`src/adc_seq_pkg.sv`:
```
/*
 Package for the successive-approximation converter sequencer: register
 offsets, field positions, reset values, modes, start sources and timing.
 Assumes a single 50 MHz clock domain.
*/
package adc_seq_pkg;
   // ==========================================================
   // Register offsets (word index on the plain register port)
   localparam logic [3:0] OFF_CTRL   = 4'h0;
   localparam logic [3:0] OFF_RANGE  = 4'h1;
   localparam logic [3:0] OFF_STATUS = 4'h2;
   localparam logic [3:0] OFF_RESULT = 4'h3;
   localparam logic [3:0] OFF_IRQ_ST = 4'h4;
   localparam logic [3:0] OFF_IRQ_MK = 4'h5;
   localparam logic [3:0] OFF_CMD    = 4'h6;
   localparam logic [3:0] OFF_CHAN   = 4'h7;

   // ==========================================================
   // Control, command, range and interrupt register layout
   localparam int CTRL_MODE_LO  = 0;
   localparam int CTRL_MODE_HI  = 1;
   localparam int CTRL_SRC_LO   = 2;
   localparam int CTRL_SRC_HI   = 3;
   localparam int CTRL_RES8     = 4;
   localparam int CTRL_SCAN     = 5;
   localparam int CTRL_XFER     = 6;
   localparam int CTRL_STOP     = 7;
   localparam int CMD_START     = 0;
   localparam int RANGE_END_LO  = 4;
   localparam int IRQ_DONE      = 0;
   localparam int IRQ_OVERRUN   = 1;
   localparam logic [7:0] CTRL_RESET = 8'h00;

   typedef enum logic [1:0] {
      MODE_SINGLE1, MODE_SINGLE2, MODE_CONT, MODE_INCR
   } conv_mode_t;

   typedef enum logic [1:0] {
      SRC_SOFT, SRC_RELOAD, SRC_FREERUN, SRC_NONE
   } start_src_t;

   typedef struct packed {
      conv_mode_t mode;
      start_src_t src;
      logic       res8;
      logic       scan;
      logic       xfer;
   } adc_cfg_t;

   // ==========================================================
   // Timing
   localparam int CLK_MHZ       = 50;
   localparam int SAMPLE_NS     = 2000;
   localparam int CONV_NS       = 6130;
   localparam int SAMPLE_CYC    = (SAMPLE_NS * CLK_MHZ + 999) / 1000;
   localparam int CONV_CYC      = (CONV_NS * CLK_MHZ + 999) / 1000;
   localparam int RES_BITS      = 10;
   localparam int RES_BITS8     = 8;
   localparam int STEP_CYC      = (CONV_CYC - SAMPLE_CYC + RES_BITS - 1)
                                  / RES_BITS;
endpackage

```
`src/sar_adc_sequencer.sv`:
```
/*
 Control logic of an eight-channel successive-approximation converter:
 register port, start selection, channel sequencing, data protection and
 completion interrupt. Assumes one 50 MHz clock; trigger and comparator
 pins arrive asynchronously.
*/
// Overview of operation
// - Software picks an 8-bit or a 10-bit result.
// - Software picks one of eight analog channels.
// - Each value is found by one comparator decision per step after sampling.
// - A start comes from software, reload timer rising edge or free-run zero edge.
// - Completion raises an interrupt that may call the transfer service.
// - With the interrupt enabled, an uncollected result is not overwritten.
// - Single-shot on one channel converts once and stops.
// - Single-shot scan converts each channel of the range once, then stops.
// - Continuous on one channel repeats without a new start.
// - Continuous scan cycles through the range repeatedly.
// - The sampling phase lasts at least 2.0 us.
// - A whole conversion takes at least 6.13 us.
`timescale 1ns/10ps
`default_nettype none
module sar_adc_sequencer
#(
   parameter int NUM_CH = 8
)
(
   input  wire logic        clk,
   input  wire logic        reset_n,
   input  wire logic [3:0]  addr,
   input  wire logic [15:0] wdata,
   input  wire logic        wr,
   input  wire logic        rd,
   output logic [15:0]      rdata,
   input  wire logic        reload_out,
   input  wire logic        freerun_zero,
   input  wire logic        cmp_hi,
   output logic [2:0]       ch_sel,
   output logic             sample_hold,
   output logic [9:0]       dac_code,
   output logic             irq,
   output logic             xfer_req,
   output logic             busy
);
   // ==========================================================
   // Pin synchronisers: three flops, change when last two agree
   logic [2:0] rl_s_r, fz_s_r, cp_s_r;
   logic       rl_r, fz_r, cp_r, rl_q_r, fz_q_r;

   always_ff @(posedge clk or negedge reset_n)
   begin
      if (!reset_n)
      begin
         rl_s_r <= 3'h0;
         fz_s_r <= 3'h0;
         cp_s_r <= 3'h0;
         rl_r   <= 1'b0;
         fz_r   <= 1'b0;
         cp_r   <= 1'b0;
         rl_q_r <= 1'b0;
         fz_q_r <= 1'b0;
      end
      else
      begin
         rl_s_r <= {rl_s_r[1:0], reload_out};
         fz_s_r <= {fz_s_r[1:0], freerun_zero};
         cp_s_r <= {cp_s_r[1:0], cmp_hi};
         if (rl_s_r[1] == rl_s_r[2])
            rl_r <= rl_s_r[2];
         if (fz_s_r[1] == fz_s_r[2])
            fz_r <= fz_s_r[2];
         if (cp_s_r[1] == cp_s_r[2])
            cp_r <= cp_s_r[2];
         rl_q_r <= rl_r;
         fz_q_r <= fz_r;
      end
   end

   // ==========================================================
   // Registers
   adc_seq_pkg::adc_cfg_t cfg_r;
   logic [2:0]  ch_lo_r, ch_hi_r, cur_r;
   logic [1:0]  ist_r, imk_r;
   logic [9:0]  data_r;
   logic        unread_r;
   logic        sw_start, sw_stop, core_done, go_r, core_samp;
   logic [9:0]  core_res, core_trial;

   function automatic logic hit(input logic [3:0] a, input logic [3:0] o);
      return a == o;
   endfunction

   always_ff @(posedge clk or negedge reset_n)
   begin
      if (!reset_n)
      begin
         cfg_r   <= adc_seq_pkg::adc_cfg_t'(adc_seq_pkg::CTRL_RESET[6:0]);
         ch_lo_r <= 3'h0;
         ch_hi_r <= 3'h0;
         imk_r   <= 2'h0;
      end
      else if (wr && hit(addr, adc_seq_pkg::OFF_CTRL))
      begin
         cfg_r.mode <= adc_seq_pkg::conv_mode_t'(
            wdata[adc_seq_pkg::CTRL_MODE_HI:adc_seq_pkg::CTRL_MODE_LO]);
         cfg_r.src  <= adc_seq_pkg::start_src_t'(
            wdata[adc_seq_pkg::CTRL_SRC_HI:adc_seq_pkg::CTRL_SRC_LO]);
         cfg_r.res8 <= wdata[adc_seq_pkg::CTRL_RES8];
         cfg_r.scan <= wdata[adc_seq_pkg::CTRL_SCAN];
         cfg_r.xfer <= wdata[adc_seq_pkg::CTRL_XFER];
      end
      else if (wr && hit(addr, adc_seq_pkg::OFF_RANGE))
      begin
         ch_lo_r <= wdata[2:0];
         ch_hi_r <= wdata[adc_seq_pkg::RANGE_END_LO +: 3];
      end
      else if (wr && hit(addr, adc_seq_pkg::OFF_IRQ_MK))
         imk_r <= wdata[1:0];
   end

   assign sw_start = wr && hit(addr, adc_seq_pkg::OFF_CMD)
                     && wdata[adc_seq_pkg::CMD_START];
   assign sw_stop  = wr && hit(addr, adc_seq_pkg::OFF_CMD)
                     && wdata[adc_seq_pkg::CTRL_STOP];

   // ==========================================================
   // Start selection
   logic trig;
   always_comb
   begin
      case (cfg_r.src)
         adc_seq_pkg::SRC_SOFT:    trig = sw_start;
         adc_seq_pkg::SRC_RELOAD:  trig = rl_r && !rl_q_r;
         adc_seq_pkg::SRC_FREERUN: trig = fz_r && !fz_q_r;
         default:                  trig = 1'b0;
      endcase
   end

   // ==========================================================
   // Channel sequencing
   typedef enum logic [1:0] {Q_IDLE, Q_CONV, Q_WAIT} seq_st_t;
   seq_st_t seq_r;
   logic    last_ch;
   logic    single_mode;
   logic    incr_resume;
   // A stop waits for the running conversion, so a later start never
   // meets a core that is still busy
   logic    stop_r;

   assign last_ch     = !cfg_r.scan || (cur_r == ch_hi_r);
   assign single_mode = (cfg_r.mode == adc_seq_pkg::MODE_SINGLE1) ||
                        (cfg_r.mode == adc_seq_pkg::MODE_SINGLE2);
   assign incr_resume = (seq_r == Q_WAIT) && trig;

   always_ff @(posedge clk or negedge reset_n)
   begin
      if (!reset_n)
      begin
         seq_r <= Q_IDLE;
         cur_r <= 3'h0;
         go_r  <= 1'b0;
         busy  <= 1'b0;
         stop_r <= 1'b0;
      end
      else
      begin
         go_r <= 1'b0;
         case (seq_r)
            Q_IDLE:
               if (trig)
               begin
                  stop_r <= 1'b0;
                  seq_r <= Q_CONV;
                  cur_r <= ch_lo_r;
                  go_r  <= 1'b1;
                  busy  <= 1'b1;
               end
            Q_CONV:
               if (core_done && (sw_stop || stop_r))
               begin
                  seq_r  <= Q_IDLE;
                  busy   <= 1'b0;
                  stop_r <= 1'b0;
               end
               else if (sw_stop)
                  stop_r <= 1'b1;
               else if (core_done)
               begin
                  if (!last_ch)
                  begin
                     cur_r <= cur_r + 3'h1;
                     go_r  <= (cfg_r.mode != adc_seq_pkg::MODE_INCR);
                     if (cfg_r.mode == adc_seq_pkg::MODE_INCR)
                     begin
                        seq_r <= Q_WAIT;
                        busy  <= 1'b0;
                     end
                  end
                  else if (cfg_r.mode == adc_seq_pkg::MODE_CONT)
                  begin
                     cur_r <= ch_lo_r;
                     go_r  <= 1'b1;
                  end
                  else
                  begin
                     seq_r <= Q_IDLE;
                     busy  <= 1'b0;
                  end
               end
            Q_WAIT:
               if (sw_stop)
               begin
                  seq_r <= Q_IDLE;
                  busy  <= 1'b0;
               end
               else if (incr_resume)
               begin
                  seq_r <= Q_CONV;
                  go_r  <= 1'b1;
                  busy  <= 1'b1;
               end
            default: seq_r <= Q_IDLE;
         endcase
      end
   end

   adc_sar_core u_core
   (
      .clk     (clk),
      .reset_n (reset_n),
      .go      (go_r),
      .res8    (cfg_r.res8),
      .cmp_hi  (cp_r),
      .sample  (core_samp),
      .trial   (core_trial),
      .done    (core_done),
      .result  (core_res)
   );

   // ==========================================================
   // Result, protection and interrupt
   logic irq_en, rd_result, store;
   assign irq_en    = imk_r[adc_seq_pkg::IRQ_DONE];
   assign rd_result = rd && hit(addr, adc_seq_pkg::OFF_RESULT);
   // Protected result held until collected while interrupt is enabled
   assign store     = core_done && !(irq_en && unread_r);

   always_ff @(posedge clk or negedge reset_n)
   begin
      if (!reset_n)
      begin
         data_r   <= 10'h000;
         unread_r <= 1'b0;
      end
      else
      begin
         if (store)
            data_r <= core_res;
         if (store)
            unread_r <= 1'b1;
         else if (rd_result)
            unread_r <= 1'b0;
      end
   end

   always_ff @(posedge clk or negedge reset_n)
   begin
      if (!reset_n)
         ist_r <= 2'h0;
      else
      begin
         // Set wins over a write-one clear
         ist_r[adc_seq_pkg::IRQ_DONE] <= core_done ||
            (ist_r[adc_seq_pkg::IRQ_DONE] &&
             !(wr && hit(addr, adc_seq_pkg::OFF_IRQ_ST) &&
               wdata[adc_seq_pkg::IRQ_DONE]));
         ist_r[adc_seq_pkg::IRQ_OVERRUN] <= (core_done && !store) ||
            (ist_r[adc_seq_pkg::IRQ_OVERRUN] &&
             !(wr && hit(addr, adc_seq_pkg::OFF_IRQ_ST) &&
               wdata[adc_seq_pkg::IRQ_OVERRUN]));
      end
   end

   // ==========================================================
   // Outputs and read port
   always_ff @(posedge clk or negedge reset_n)
   begin
      if (!reset_n)
      begin
         irq         <= 1'b0;
         xfer_req    <= 1'b0;
         ch_sel      <= 3'h0;
         sample_hold <= 1'b0;
         dac_code    <= 10'h000;
         rdata       <= 16'h0000;
      end
      else
      begin
         irq      <= |(ist_r & imk_r) && !cfg_r.xfer;
         xfer_req <= |(ist_r & imk_r) && cfg_r.xfer;
         ch_sel      <= cur_r;
         sample_hold <= core_samp;
         dac_code    <= core_trial;
         rdata       <= 16'h0000;
         if (rd)
            case (addr)
               adc_seq_pkg::OFF_CTRL:
                  rdata <= {9'h000, cfg_r.xfer, cfg_r.scan, cfg_r.res8,
                            cfg_r.src, cfg_r.mode};
               adc_seq_pkg::OFF_RANGE:
                  rdata <= {9'h000, ch_hi_r, 1'b0, ch_lo_r};
               adc_seq_pkg::OFF_STATUS:
                  rdata <= {13'h0000, unread_r, seq_r == Q_WAIT, busy};
               adc_seq_pkg::OFF_RESULT: rdata <= {6'h00, data_r};
               adc_seq_pkg::OFF_IRQ_ST: rdata <= {14'h0000, ist_r};
               adc_seq_pkg::OFF_IRQ_MK: rdata <= {14'h0000, imk_r};
               adc_seq_pkg::OFF_CHAN:   rdata <= {13'h0000, cur_r};
               default:                 rdata <= 16'h0000;
            endcase
      end
   end

   // ==========================================================
   // Checks
   int unsigned conv_cnt;
   always_ff @(posedge clk or negedge reset_n)
   begin
      if (!reset_n)
         conv_cnt <= 0;
      else if (go_r)
         conv_cnt <= 0;
      else
         conv_cnt <= conv_cnt + 1;
   end

   property p_conv_time;
      @(posedge clk) disable iff (!reset_n)
      core_done |-> conv_cnt + 1 >= adc_seq_pkg::CONV_CYC;
   endproperty
   a_conv_time: assert property (p_conv_time)
      else $error("conversion shorter than minimum");

   property p_sample_len;
      @(posedge clk) disable iff (!reset_n)
      $rose(core_samp) |-> core_samp [*8];
   endproperty
   a_sample_len: assert property (p_sample_len)
      else $error("sample phase too short");

   property p_protect;
      @(posedge clk) disable iff (!reset_n)
      (core_done && irq_en && unread_r) |=> $stable(data_r);
   endproperty
   a_protect: assert property (p_protect)
      else $error("protected result overwritten");

   property p_busy_start;
      @(posedge clk) disable iff (!reset_n)
      (seq_r == Q_IDLE && trig) |=> busy && go_r;
   endproperty
   a_busy_start: assert property (p_busy_start)
      else $error("start not taken");

   property p_single_stop;
      @(posedge clk) disable iff (!reset_n)
      (core_done && single_mode && last_ch && seq_r == Q_CONV)
         |=> !busy && !go_r;
   endproperty
   a_single_stop: assert property (p_single_stop)
      else $error("single shot did not stop");

   property p_cont_restart;
      @(posedge clk) disable iff (!reset_n)
      (core_done && seq_r == Q_CONV && !sw_stop && !stop_r &&
       cfg_r.mode == adc_seq_pkg::MODE_CONT) |=> go_r && busy;
   endproperty
   a_cont_restart: assert property (p_cont_restart)
      else $error("continuous mode did not restart");

   property p_scan_step;
      @(posedge clk) disable iff (!reset_n)
      (core_done && seq_r == Q_CONV && !sw_stop && !stop_r && !last_ch)
         |=> cur_r == $past(cur_r) + 3'h1;
   endproperty
   a_scan_step: assert property (p_scan_step)
      else $error("scan did not advance");

   property p_incr_wait;
      @(posedge clk) disable iff (!reset_n)
      (core_done && seq_r == Q_CONV && !sw_stop && !stop_r && !last_ch &&
       cfg_r.mode == adc_seq_pkg::MODE_INCR)
         |=> seq_r == Q_WAIT && !go_r && !busy;
   endproperty
   a_incr_wait: assert property (p_incr_wait)
      else $error("incremental mode did not wait");

   property p_res8;
      @(posedge clk) disable iff (!reset_n)
      (store && cfg_r.res8) |=> data_r[9:8] == 2'b00;
   endproperty
   a_res8: assert property (p_res8)
      else $error("upper bits set in 8-bit mode");
endmodule // sar_adc_sequencer
`default_nettype wire

```
`src/adc_sar_core.sv`:
```
/*
 Successive-approximation core: holds the sample phase, then makes one
 bit decision per step from the comparator. Assumes the comparator input
 is synchronised by the caller.
*/
`timescale 1ns/10ps
`default_nettype none
module adc_sar_core
#(
   parameter int SAMPLE_CYC = adc_seq_pkg::SAMPLE_CYC,
   parameter int STEP_CYC   = adc_seq_pkg::STEP_CYC
)
(
   input  wire logic       clk,
   input  wire logic       reset_n,
   input  wire logic       go,
   input  wire logic       res8,
   input  wire logic       cmp_hi,
   output logic            sample,
   output logic [9:0]      trial,
   output logic            done,
   output logic [9:0]      result
);
   // ==========================================================
   // Sequencer
   typedef enum logic [1:0] {S_IDLE, S_SAMP, S_BITS} core_st_t;
   core_st_t    st_r;
   logic [7:0]  cnt_r;
   logic [3:0]  bit_r;
   logic [9:0]  acc_r;
   // Fewer decisions in 8-bit mode, so each step is longer to keep the
   // whole conversion above its minimum
   localparam int STEP8_CYC = (adc_seq_pkg::CONV_CYC - SAMPLE_CYC
                               + adc_seq_pkg::RES_BITS8 - 1)
                              / adc_seq_pkg::RES_BITS8;

   always_ff @(posedge clk or negedge reset_n)
   begin
      if (!reset_n)
      begin
         st_r   <= S_IDLE;
         cnt_r  <= 8'h00;
         bit_r  <= 4'h0;
         acc_r  <= 10'h000;
         done   <= 1'b0;
         result <= 10'h000;
      end
      else
      begin
         done <= 1'b0;
         case (st_r)
            S_IDLE:
               if (go)
               begin
                  st_r  <= S_SAMP;
                  cnt_r <= 8'(SAMPLE_CYC - 1);
                  acc_r <= 10'h000;
               end
            S_SAMP:
               // Sample phase at least the documented minimum
               if (cnt_r == 8'h00)
               begin
                  st_r  <= S_BITS;
                  cnt_r <= res8 ? 8'(STEP8_CYC - 1) : 8'(STEP_CYC - 1);
                  bit_r <= 4'(adc_seq_pkg::RES_BITS - 1);
               end
               else
                  cnt_r <= cnt_r - 8'h01;
            S_BITS:
               if (cnt_r == 8'h00)
               begin
                  // One decision per step, MSB first
                  acc_r[bit_r] <= cmp_hi;
                  cnt_r <= res8 ? 8'(STEP8_CYC - 1) : 8'(STEP_CYC - 1);
                  if (bit_r == 4'h0 || (res8 && bit_r == 4'h2))
                  begin
                     st_r   <= S_IDLE;
                     done   <= 1'b1;
                     // 8-bit result sits low, upper bits zero
                     result <= res8 ? {2'b00, acc_r[9:3], cmp_hi}
                                    : {acc_r[9:1], cmp_hi};
                  end
                  else
                     bit_r <= bit_r - 4'h1;
               end
               else
                  cnt_r <= cnt_r - 8'h01;
            default: st_r <= S_IDLE;
         endcase
      end
   end

   always_comb
   begin
      sample = (st_r == S_SAMP);
      trial  = acc_r;
      if (st_r == S_BITS)
         trial[bit_r] = 1'b1;
   end
endmodule // adc_sar_core
`default_nettype wire

```
`config.mk`:
```
export PLATFORM = sky130hd
export DESIGN_NAME = sar_adc_sequencer
export DESIGN_NICKNAME = d
export VERILOG_FILES = /design/src/adc_seq_pkg.sv /design/src/sar_adc_sequencer.sv /design/src/adc_sar_core.sv
export SDC_FILE = /design/constraint.sdc
export NUM_CORES = 1
export LEC_CHECK = 0
export ABC_AREA = 1
export BUFFER_PORTS_ARGS = -buffer_cell sky130_fd_sc_hd__buf_2
export CELL_PAD_IN_SITES_DETAIL_PLACEMENT = 1
export CELL_PAD_IN_SITES_GLOBAL_PLACEMENT = 1
export CORE_AREA = 3 3 135 137
export CTS_BUF_LIST = sky130_fd_sc_hd__clkbuf_4
export CTS_CLUSTER_DIAMETER = 50
export DETAILED_ROUTE_END_ITERATION = 16
export DIE_AREA = 0 0 138 140
export PLACE_DENSITY_LB_ADDON = 0.1
export SYNTH_ARGS = -nofsm -noshare
export SYNTH_HDL_FRONTEND = slang
export SYNTH_SLANG_ARGS = --single-unit
```
`constraint.sdc`:
```
create_clock -name clk -period 2.3 [get_ports clk]
set_input_delay 0.345 -clock clk [delete_from_list [all_inputs] [get_ports clk]]
set_output_delay 0.345 -clock clk [all_outputs]
set_load 0.05 [all_outputs]
```
==> flow_summary.json, run 1 <==
{
  "initial_core_util_pct": 29.89,
  "floorplan.die.width_um": 138,
  "worst_slew_pin_slew_ps": 628.6,
  "grt_setup_unrepaired": "no",
  "async_flop_share_pct": 100.0,
  "cts-htree-levels": 3,
  "critical_path.cell_chain": "inv_1 > ha_1 > nand3_2 > nor2_4 > nand3_4 > a21oi_2 > and2_4 > o21ai_1 > nand2_1 > nand2_1",
  "final_net_count": 683,
  "grt_overflow": 0,
  "largest_net_degree_at_the_start_of_global_routing": 58,
  "antenna_left": 0,
  "irDropWorstVdd_v": 0.0004580,
  "max-slew-margin-rel_pct": 57.99,
  "seq_area_frac_synth_pct": 54.11,
  "cts.reportedPaths.clkPinSlew_ps": 170,
  "cts_tree": "done",
  "root_buffer": "clkbuf_4",
  "number_of_enable_type_register_cells_in_the_synthesized_netlist": 0,
  "synthToLayoutAreaGrowth_pct": 13.72,
  "post-place-cells": 857,
  "timing.max_cap.violations": 0,
  "synth_ff_type": "dfrtp_1",
  "first_pass_grt_wire_length_mm": 21.96,
  "boundaryPins": 60,
  "post_synth_inst_count": 595,
  "worst_skew_pair.late_latency_ps": 480,
  "finalWirelength_mm": 12.69,
  "final-seq-area_sq_um": 2778,
  "drt_first_pass_iters": 4,
  "synth_cell_type_count": 42,
  "period_needed_ps": 1904,
  "post_route_cells_drive_above_1_share_pct": 14.11,
  "globalRouteTotalUtil_pct": 14.03,
  "grt_antenna_before_repair": 1,
  "fill_cells": 2110,
  "fp.dieArea_sq_um": 19320,
  "fin_crit_sh_pct": 82.79,
  "syn_avg_cell_area_sq_um": 8.628,
  "arrival_ps": 2290,
  "critical-path-max-stage-delay_ps": 390,
  "route.detailed.wl_per_inst_um": 14.45,
  "drt-initial-drc-count": 194,
  "first_global_vias": 4276,
  "finalSetupViolCount": 0,
  "yosys_register_bits": 111,
  "path_common_cell": "nand2_1",
  "yosys_warnings": 0,
  "timing_max_transition_violations_final": 0,
  "hpwlAfterDp_mm": 9.411,
  "worstSetupEndpointType": "flip-flop",
  "detail_route.vias_per_cell": 4.558,
  "final_cell_area_sq_um": 5838,
  "fmax_ghz": 0.5251,
  "hp-class": "primary input to flip-flop",
  "multi_input_area_sq_um": 1894,
  "crit_fanout": 20,
  "numPortBuffers": 45,
  "crit_required_ps": 2690,
  "cpMaxStageDelayCell": "dfrtp_1",
  "leakage_nw": 2.935,
  "tritoncts_num_sinks": 111,
  "power_density_nw_per_um2": 1010,
  "finalNonFillerCells": 878,
  "rows": 48,
  "synth_area_sq_um": 5134,
  "criticalPathCategory": "flip-flop to flip-flop",
  "placement.cell_area_sq_um": 5588,
  "finClkSkew_ps": 21.58,
  "floorplan.core_area_sq_um": 17180,
  "die_height_um": 140,
  "cts_made_buffers": 9,
  "post-route-drc-count": 0,
  "clock_path_buffers": 2,
  "num_vias": 4002,
  "final-hold-violation-count": 0,
  "place_congestion": 0.8495,
  "totalNegativeSetupSlack_ps": 0,
  "status": "complete, no violations",
  "timing.critical_path.from_type": "flip-flop"
}
==> stage by stage <==
stage	setup WS, ps	total power [mW]	utilization, %	hold slack [ps]
after floorplan	652.1	4.087	-	49.41
after global placement	464.8	4.576	32.53	332.3
after detailed placement	386.6	4.639	32.53	335.0
after CTS	364.2	6.019	33.97	31.90
after global routing	192.7	6.389	33.99	45.39
final	395.8	5.894	33.99	84.32
==> layer usage <==
| layer | share of wire (%) | up-vias | GRT usage (%) |
|---|---|---|---|
| met5 | 0 | - | 0 |
| met4 | 1.9 | 0 | 4.732 |
| met3 | 2.8 | 15 | 3.175 |
| met2 | 45 | 49 | 22.43 |
| met1 | 50 | 1958 | 18.91 |
| li1 | - | 1980 | - |
==> final cells by class <==
type / instances / share of cell area [%]
inverter: 89 / 5.722
clock inverter: 6 / 2.272
timing repair buffer: 57 / 5.829
antenna: 1 / 0.04286
clock buffer: 10 / 1.286
tap: 225 / 4.822
multi-input combinational: 379 / 32.45
sequential: 111 / 47.58
==> synthesized netlist by cell type, types with 3 or more instances <==
cell | n | area, sq um
dfrtp_1 | 111 | 2778
nand2_1 | 156 | 585.6
inv_2 | 4 | 15.01
o211ai_1 | 9 | 67.56
buf_4 | 7 | 52.55
ha_1 | 9 | 112.6
clkbuf_1 | 4 | 15.01
o21ai_1 | 11 | 55.05
buf_2 | 6 | 30.03
xnor2_1 | 4 | 35.03
nand3_1 | 22 | 110.1
a21oi_1 | 11 | 55.05
nor3_1 | 6 | 30.03
nand2_2 | 3 | 18.77
or2_2 | 3 | 18.77
buf_6 | 3 | 33.78
xor2_1 | 4 | 35.03
nor2_1 | 39 | 146.4
nand4_1 | 11 | 68.82
o21ai_0 | 52 | 260.3
inv_1 | 84 | 315.3
o22ai_1 | 5 | 31.28
maj3_1 | 3 | 30.03
nor2_2 | 5 | 31.28
==> power by group <==
part | internal [mW] | switching [mW]
logic | 0.624 | 1.43
registers | 2.25 | 0.263
clock network | 0.671 | 0.654
total | 3.55 | 2.35
==> critical path, delay by kind of cell (launching register included) <==
family                     cells  cell delay [ps]
and+or+nand+nor                6              790
DFF                            1              390
AOI/OAI and AO/OA              2              290
adders and majority gates      1              220
buffers and inverters          1              130
==> cells in the final DEF, fill, tap and decap left out, types with 5 or more instances in the layout <==
| master | netlist | layout |
|---|---|---|
| a21oi_1 | 11 | 11 |
| buf_2 | 6 | 44 |
| buf_4 | 7 | 8 |
| clkbuf_4 | 0 | 10 |
| conb_1 | 1 | 6 |
| dfrtp_1 | 111 | 111 |
| ha_1 | 9 | 9 |
| inv_1 | 84 | 84 |
| nand2_1 | 156 | 156 |
| nand3_1 | 22 | 22 |
| nand4_1 | 11 | 11 |
| nor2_1 | 39 | 39 |
| nor2_2 | 5 | 5 |
| nor3_1 | 6 | 6 |
| o211ai_1 | 9 | 9 |
| o21ai_0 | 52 | 52 |
| o21ai_1 | 11 | 11 |
| o22ai_1 | 5 | 5 |
==> state kept, by name, summed over array words and instances (netlist names), 3 cells and up <==
register       cells
dac_code          10
data_r            10
rdata             10
u_core.acc_r      10
u_core.result     10
u_core.cnt_r       8
cfg_r              7
u_core.bit_r       4
ch_hi_r            3
ch_lo_r            3
ch_sel             3
cp_s_r             3
cur_r              3
fz_s_r             3
rl_s_r             3
==> logic make-up (layout without fill, tap and decap cells) <==
| logic type | count (synthesis) | count (layout) | synth area share (%) |
|---|---|---|---|
| compound gates | 101 | 101 | 11.19 |
| xor+xnor | 8 | 8 | 1.365 |
| fa+ha+maj | 12 | 12 | 2.779 |
| buf+inv | 110 | 162 | 9.359 |
| flops | 111 | 111 | 54.11 |
| other cells | 1 | 7 | 0.07305 |
| simple gates | 252 | 252 | 21.13 |
==> worst paths after layout <==
| kind | slack, ps | depth (start not counted) | endpoint | from |
|---|---|---|---|---|
| setup reg to reg | 400 | 10 | u_core.acc_r[7] | u_core.cnt_r[0] |
| max in group asynchronous | 1290 | 3 | rl_s_r[1] | reset_n |
| hold / removal | 80 | 3 | imk_r[1] | wdata[1] |
| hold reg to reg | 370 | 0 | fz_s_r[1] | fz_s_r[0] |
| min in group asynchronous | 330 | 2 | ch_sel[0] | reset_n |
| setup / recovery | 400 | 10 | u_core.acc_r[7] | u_core.cnt_r[0] |
==> timing repair <==
item | 4_1_cts | 5_1_grt
gates resized for setup | 0 | 0
hold buffers | 4 | 0
buffers inserted | 0 | 0
endpoints found under the hold margin | 34 | 0
Power figures use the tool's default switching activity.
==> run 2: changes to the inputs <==
- clock period: 2.3 -> 1.9 ns (I/O delays scaled with it)
==> flow_summary.json, run 2 (same netlist as run 1, synthesis figures left out) <==
{
  "fp.dieArea_sq_um": 19320,
  "finalWirelength_mm": 13.50,
  "r2r-end": "u_core.acc_r[9]",
  "r2r_start": "u_core.cnt_r[1]",
  "post_route_cells_drive_above_1_share_pct": 16.64,
  "hold_ws_ps": 69.49,
  "grt_overflow": 0,
  "irDropWorstVdd_v": 0.0004951,
  "grt_antenna_before_repair": 1,
  "first_pass_grt_wire_length_mm": 22.39,
  "tritoncts_num_sinks": 111,
  "finalSetupViolCount": 0,
  "num_vias": 4052,
  "cts_tree": "done",
  "final_net_count": 698,
  "layout.cells.most_common": "nand2_1",
  "boundaryPins": 60,
  "cts.reportedPaths.clkPinSlew_ps": 160,
  "ff2ff_path_depth": 10,
  "final-hold-violation-count": 0,
  "worst_slew_pin_slew_ps": 591.6,
  "criticalPathCategory": "flip-flop to flip-flop",
  "hpwlAfterDp_mm": 9.823,
  "crit_required_ps": 2290,
  "floorplan.die.width_um": 138,
  "power_density_nw_per_um2": 1184,
  "rows": 48,
  "finalNonFillerCells": 893,
  "root_buffer": "clkbuf_4",
  "timing.critical_path.from_type": "flip-flop",
  "route.detailed.wl_per_inst_um": 15.11,
  "globalRouteTotalUtil_pct": 14.25,
  "post-route-drc-count": 0,
  "end_of_the_critical_path": "u_core.acc_r[9]",
  "max-slew-margin-rel_pct": 60.46,
  "hp-class": "primary input to flip-flop",
  "finClkSkew_ps": 17.65,
  "die_height_um": 140,
  "cp-startpoint": "u_core.cnt_r[1]",
  "cts_made_buffers": 9,
  "arrival_ps": 2140,
  "leakage_nw": 2.973,
  "numPortBuffers": 45,
  "post-place-cells": 862,
  "fin_crit_sh_pct": 92.39,
  "detail_route.vias_per_cell": 4.538,
  "drt_first_pass_iters": 4,
  "worstSetupEndpointType": "flip-flop",
  "worst_r2r_setup_slack_ps": 140,
  "first_global_vias": 4267,
  "initial_core_util_pct": 29.89,
  "top_library_cells_by_usage_in_the_layout_fill_and_taps_aside": "156 x nand2_1, 110 x dfrtp_1, 82 x inv_1",
  "antenna_left": 0,
  "timing.max_cap.violations": 0,
  "crit_fanout": 6,
  "timing_max_transition_violations_final": 0,
  "largest_net_degree_at_the_start_of_global_routing": 47,
  "cts-htree-levels": 3,
  "floorplan.core_area_sq_um": 17180,
  "worst_skew_pair.late_latency_ps": 480,
  "synthToLayoutAreaGrowth_pct": 15.67,
  "place_congestion": 0.8484,
  "clock_path_buffers": 2,
  "status": "complete, no violations",
  "fmax_ghz": 0.5697,
  "period_needed_ps": 1755,
  "drt-initial-drc-count": 178
}
run 2: cell types whose count changed in the layout (fill, tap and decap cells not counted), sizes merged:
| cell | before | now |
|---|---|---|
| dlygate4sd3 | 4 | 6 |
| clkinv | 3 | 6 |
| bufinv | 4 | 1 |
| and2 | 1 | 4 |
| buf | 53 | 63 |
run 2: critical path, stage by stage, from the launching register on:
cell     delay [ps]
dfrtp_1         420
inv_2            80
ha_4            130
nand3_2         110
nor2_4          160
nand3_4         130
a21oi_4         230
and2_4          220
o21ai_1          80
nand2_1          70
nand2_1          50
run 2: power breakdown:
group | leakage, nW | total (mW) | internal (mW) | switching, mW
Clock | 0.0778 | 1.21 | 0.414 | 0.794
Combinational | 1.45 | 2.78 | 0.891 | 1.88
Sequential | 1.45 | 3.05 | 2.73 | 0.317
Total | 2.97 | 7.03 | 4.03 | 3.00
run 2: through the flow:
stage                     util, %  cell area (sq um)  setup slack, ps  total power, mW  setup TNS (ps)
after floorplan                 -               5152            252.1            4.948               0
after global placement      32.90               5650            128.7            5.585               0
after detailed placement    32.90               5650            61.50            5.690               0
after CTS                   34.04               5847            54.18            6.941               0
after global routing        34.57               5938          -0.6859            7.617         -0.6859
final                       34.57               5938            144.7            7.030               0
run 2: cell type report:
type                            count  area (sq um)
Multi-Input combinational cell    382          1944
Fill cell                        2089         11240
Antenna cell                        1         2.502
Clock buffer                       10         75.07
Inverter                           89         334.1
Clock inverter                      6         61.31
Tap cell                          225         281.5
Sequential cell                   111          2779
Timing Repair Buffer               69         460.4
run 2: layer usage:
metal | routed length (um) | part of all wire (%) | vias to the layer above | GRT usage, %
li1 | - | - | 2021 | -
met1 | 6697 | 50 | 1966 | 19.40
met2 | 6178 | 46 | 54 | 22.61
met3 | 387 | 2.9 | 11 | 3.073
met4 | 231 | 1.7 | 0 | 4.888
met5 | 0 | 0 | - | 0
run 2: repair_timing:
action / CTS / global route
endpoints found under the setup margin: 0 / 14
buffers inserted: 0 / 5
resized for setup: 0 / 11
hold endpoints to repair: 33 / 0
hold buffers: 6 / 0
run 2: how the worst min path moves through the flow:
stage,startpoint,endpoint,slack (ps),cells past startpoint
finish,wdata[3],cfg_r[4],70,3
global route,wdata[6],cfg_r[0],30,3
CTS,wdata[3],cfg_r[4],20,3
detailed placement,reset_n,ch_sel[1],250,1
global placement,reset_n,ch_sel[1],250,1
floorplan,reset_n,busy,-10,0
==> run 3: changes to the inputs <==
- CORE_AREA: 3 3 135 137 -> 3 3 138 140
- DIE_AREA: 0 0 138 140 -> 0 0 141 143
- SYNTH_HIERARCHICAL: unset -> 1
==> flow_summary.json, run 3 <==
{
  "status": "complete, no violations",
  "grt_setup_unrepaired": "no",
  "crit_fanout": 20,
  "syn_avg_cell_area_sq_um": 8.750,
  "netSwitchingFraction_pct": 42.40,
  "crit_required_ps": 2280,
  "fill_cells": 2134,
  "drt_first_pass_iters": 4,
  "cts.reportedPaths.clkPinSlew_ps": 180,
  "first_pass_grt_wire_length_mm": 22.96,
  "seq_area_frac_synth_pct": 52.21,
  "globalRouteTotalUtil_pct": 14.38,
  "clock_power_share_pct": 17.3,
  "grt_antenna_before_repair": 1,
  "cp_num_buf_inv": 2,
  "drt-initial-drc-count": 148,
  "post-route-drc-count": 0,
  "placement.cell_area_sq_um": 5886,
  "final_net_count": 712,
  "post_route_cells_drive_above_1_share_pct": 19.85,
  "p_seq_share_pct": 45.1,
  "floorplan.die.width_um": 141,
  "netlist_top_cells_area": "dfrtp_1 52%, nand2_1 12%, inv_1 4.7%",
  "fmax_ghz": 0.5864,
  "worst_skew_pair.late_latency_ps": 480,
  "max-slew-margin-rel_pct": 66.36,
  "synth_cell_type_count": 37,
  "cpLargestDelayFamily": "flip-flops",
  "finClkSkew_ps": 18.37,
  "irDropWorstVdd_v": 0.0005346,
  "floorplan.core_area_sq_um": 17960,
  "post_synthesis_cell_type_with_the_largest_combined_area": "dfrtp_1",
  "clock_path_buffers": 2,
  "initial_core_util_pct": 29.62,
  "fp.dieArea_sq_um": 20160,
  "place_congestion": 0.7866,
  "finalSetupViolCount": 0,
  "critical_path.cell_chain": "inv_1 > ha_2 > nand2_2 > o21ai_1 > buf_12 > nand3_1 > nand2_1 > nand2_1",
  "number_of_enable_type_register_cells_in_the_synthesized_netlist": 0,
  "boundaryPins": 60,
  "worstSetupEndpointType": "flip-flop",
  "final_cell_area_sq_um": 6131,
  "critical-path-max-stage-delay_ps": 410,
  "largest_net_degree_at_the_start_of_global_routing": 39,
  "rows": 49,
  "final-hold-violation-count": 0,
  "post-synth-top-count-cell": "nand2_1",
  "timing.max_cap.violations": 0,
  "synth_ff_type": "dfrtp_1",
  "grt_overflow": 0,
  "top_library_cells_by_usage_in_the_layout_fill_and_taps_aside": "166 x nand2_1, 111 x dfrtp_1, 66 x inv_1",
  "period_needed_ps": 1705,
  "cts_tree": "done",
  "cts-htree-levels": 3,
  "antenna_left": 0,
  "root_buffer": "clkbuf_4",
  "worst_slew_pin_slew_ps": 504.6,
  "power_density_nw_per_um2": 1055,
  "arrival_ps": 2090,
  "numPortBuffers": 45,
  "finalWirelength_mm": 13.46,
  "detail_route.vias_per_cell": 4.534,
  "timing_max_transition_violations_final": 0,
  "hpwlAfterDp_mm": 10.24,
  "power.switching_mw": 2.742,
  "post_synth_most_frequent_cells": "166 x nand2_1, 111 x dfrtp_1, 66 x inv_1",
  "synthToLayoutAreaGrowth_pct": 15.24,
  "power.internal_mw": 3.724,
  "die_height_um": 143,
  "leakage_nw": 3.145,
  "dp_worst_setup_slack_ps": 165.3,
  "hp-class": "primary input to flip-flop",
  "yosys_register_bits": 111,
  "fin_crit_sh_pct": 89.75,
  "yosys_warnings": 6,
  "total_power_mw": 6.465,
  "first_global_vias": 4409,
  "cpMaxStageDelayCell": "dfrtp_1",
  "worst_setup_slack_after_layout_ps": 194.7,
  "path_common_cell": "nand2_1",
  "post_synth_inst_count": 608,
  "criticalPathCategory": "flip-flop to flip-flop",
  "layout.cells.most_common": "nand2_1",
  "share_comb_of_total_power_pct": 37.6,
  "async_flop_share_pct": 100.0,
  "num_vias": 4126,
  "timing.critical_path.from_type": "flip-flop",
  "route.detailed.wl_per_inst_um": 14.79,
  "totalNegativeSetupSlack_ps": 0,
  "synth_top_area_share_pct": 52.21,
  "cts_made_buffers": 9,
  "synth_area_sq_um": 5320,
  "tritoncts_num_sinks": 111
}
[run 3: layer usage]
metal	up-vias	routed length [um]	GRT usage (%)
met4	0	150	3.825
li1	2076	-	-
met2	43	6377	23.82
met5	-	0	0
met3	10	342	2.880
met1	1997	6585	19.36
[run 3: metrics by stage]
stage	hold WS, ps	utilization [%]	instances
3_3_place_gp	272.3	32.76	883
5_1_grt	55.60	34.13	910
4_1_cts	15.47	33.88	907
6_report	75.77	34.13	910
2_1_floorplan	-10.59	-	613
3_5_place_dp	280.3	32.76	883
[run 3: area by class of cell]
class | instances | area, sq um | share of cell area, %
antenna | 1 | 2.502 | 0.04082
clock buffer | 10 | 75.07 | 1.224
clock inverter | 6 | 45.04 | 0.7347
inverter | 69 | 259.0 | 4.224
multi-input combinational | 413 | 2180 | 35.55
sequential | 111 | 2778 | 45.31
tap | 229 | 286.5 | 4.673
timing repair buffer | 71 | 505.5 | 8.245
[run 3: what timing repair did]
item,in CTS,in global routing
setup endpoints to repair,0,9
hold buffers,8,0
gates resized for setup,0,1
endpoints found under the hold margin,37,0
buffers inserted,0,2
[run 3: tightest hold or removal path: stages]
cell	delay, ps
buf_2	100
inv_1	70
o21ai_0	80
[run 3: power by group through the flow]
stage	clock (mW)	combinational (mW)	sequential, mW
3_3_place_gp	0	2.39	2.96
3_5_place_dp	0	2.45	2.96
4_1_cts	1.23	2.47	2.92
6_report	1.12	2.43	2.91
5_1_grt	1.31	2.78	2.97
2_1_floorplan	0	1.50	3.13
[run 3: kinds of logic after synthesis]
| group | after synthesis | share of synthesized area, % |
|---|---|---|
| and+or+nand+nor | 303 | 26.01 |
| DFF | 111 | 52.21 |
| buffers and inverters | 89 | 7.220 |
| AOI/OAI and AO/OA | 70 | 7.479 |
| muxes | 17 | 3.434 |
| adders and majority gates | 13 | 2.916 |
| xor gates and xnor gates | 4 | 0.6586 |
| other | 1 | 0.07049 |
[run 3: worst paths after layout]
kind	startpoint	endpoint	slack, ps	cells after the start
worst max register to register	u_core/cnt_r[0]	u_core/acc_r[1]	190	8
worst max-delay path	u_core/cnt_r[0]	u_core/acc_r[1]	190	8
worst min register to register	fz_s_r[0]	fz_s_r[1]	370	0
worst min-delay path	wdata[4]	cfg_r[2]	80	3
max in group asynchronous	reset_n	u_core/bit_r[1]	1050	3
min in group asynchronous	reset_n	ch_hi_r[2]	260	2
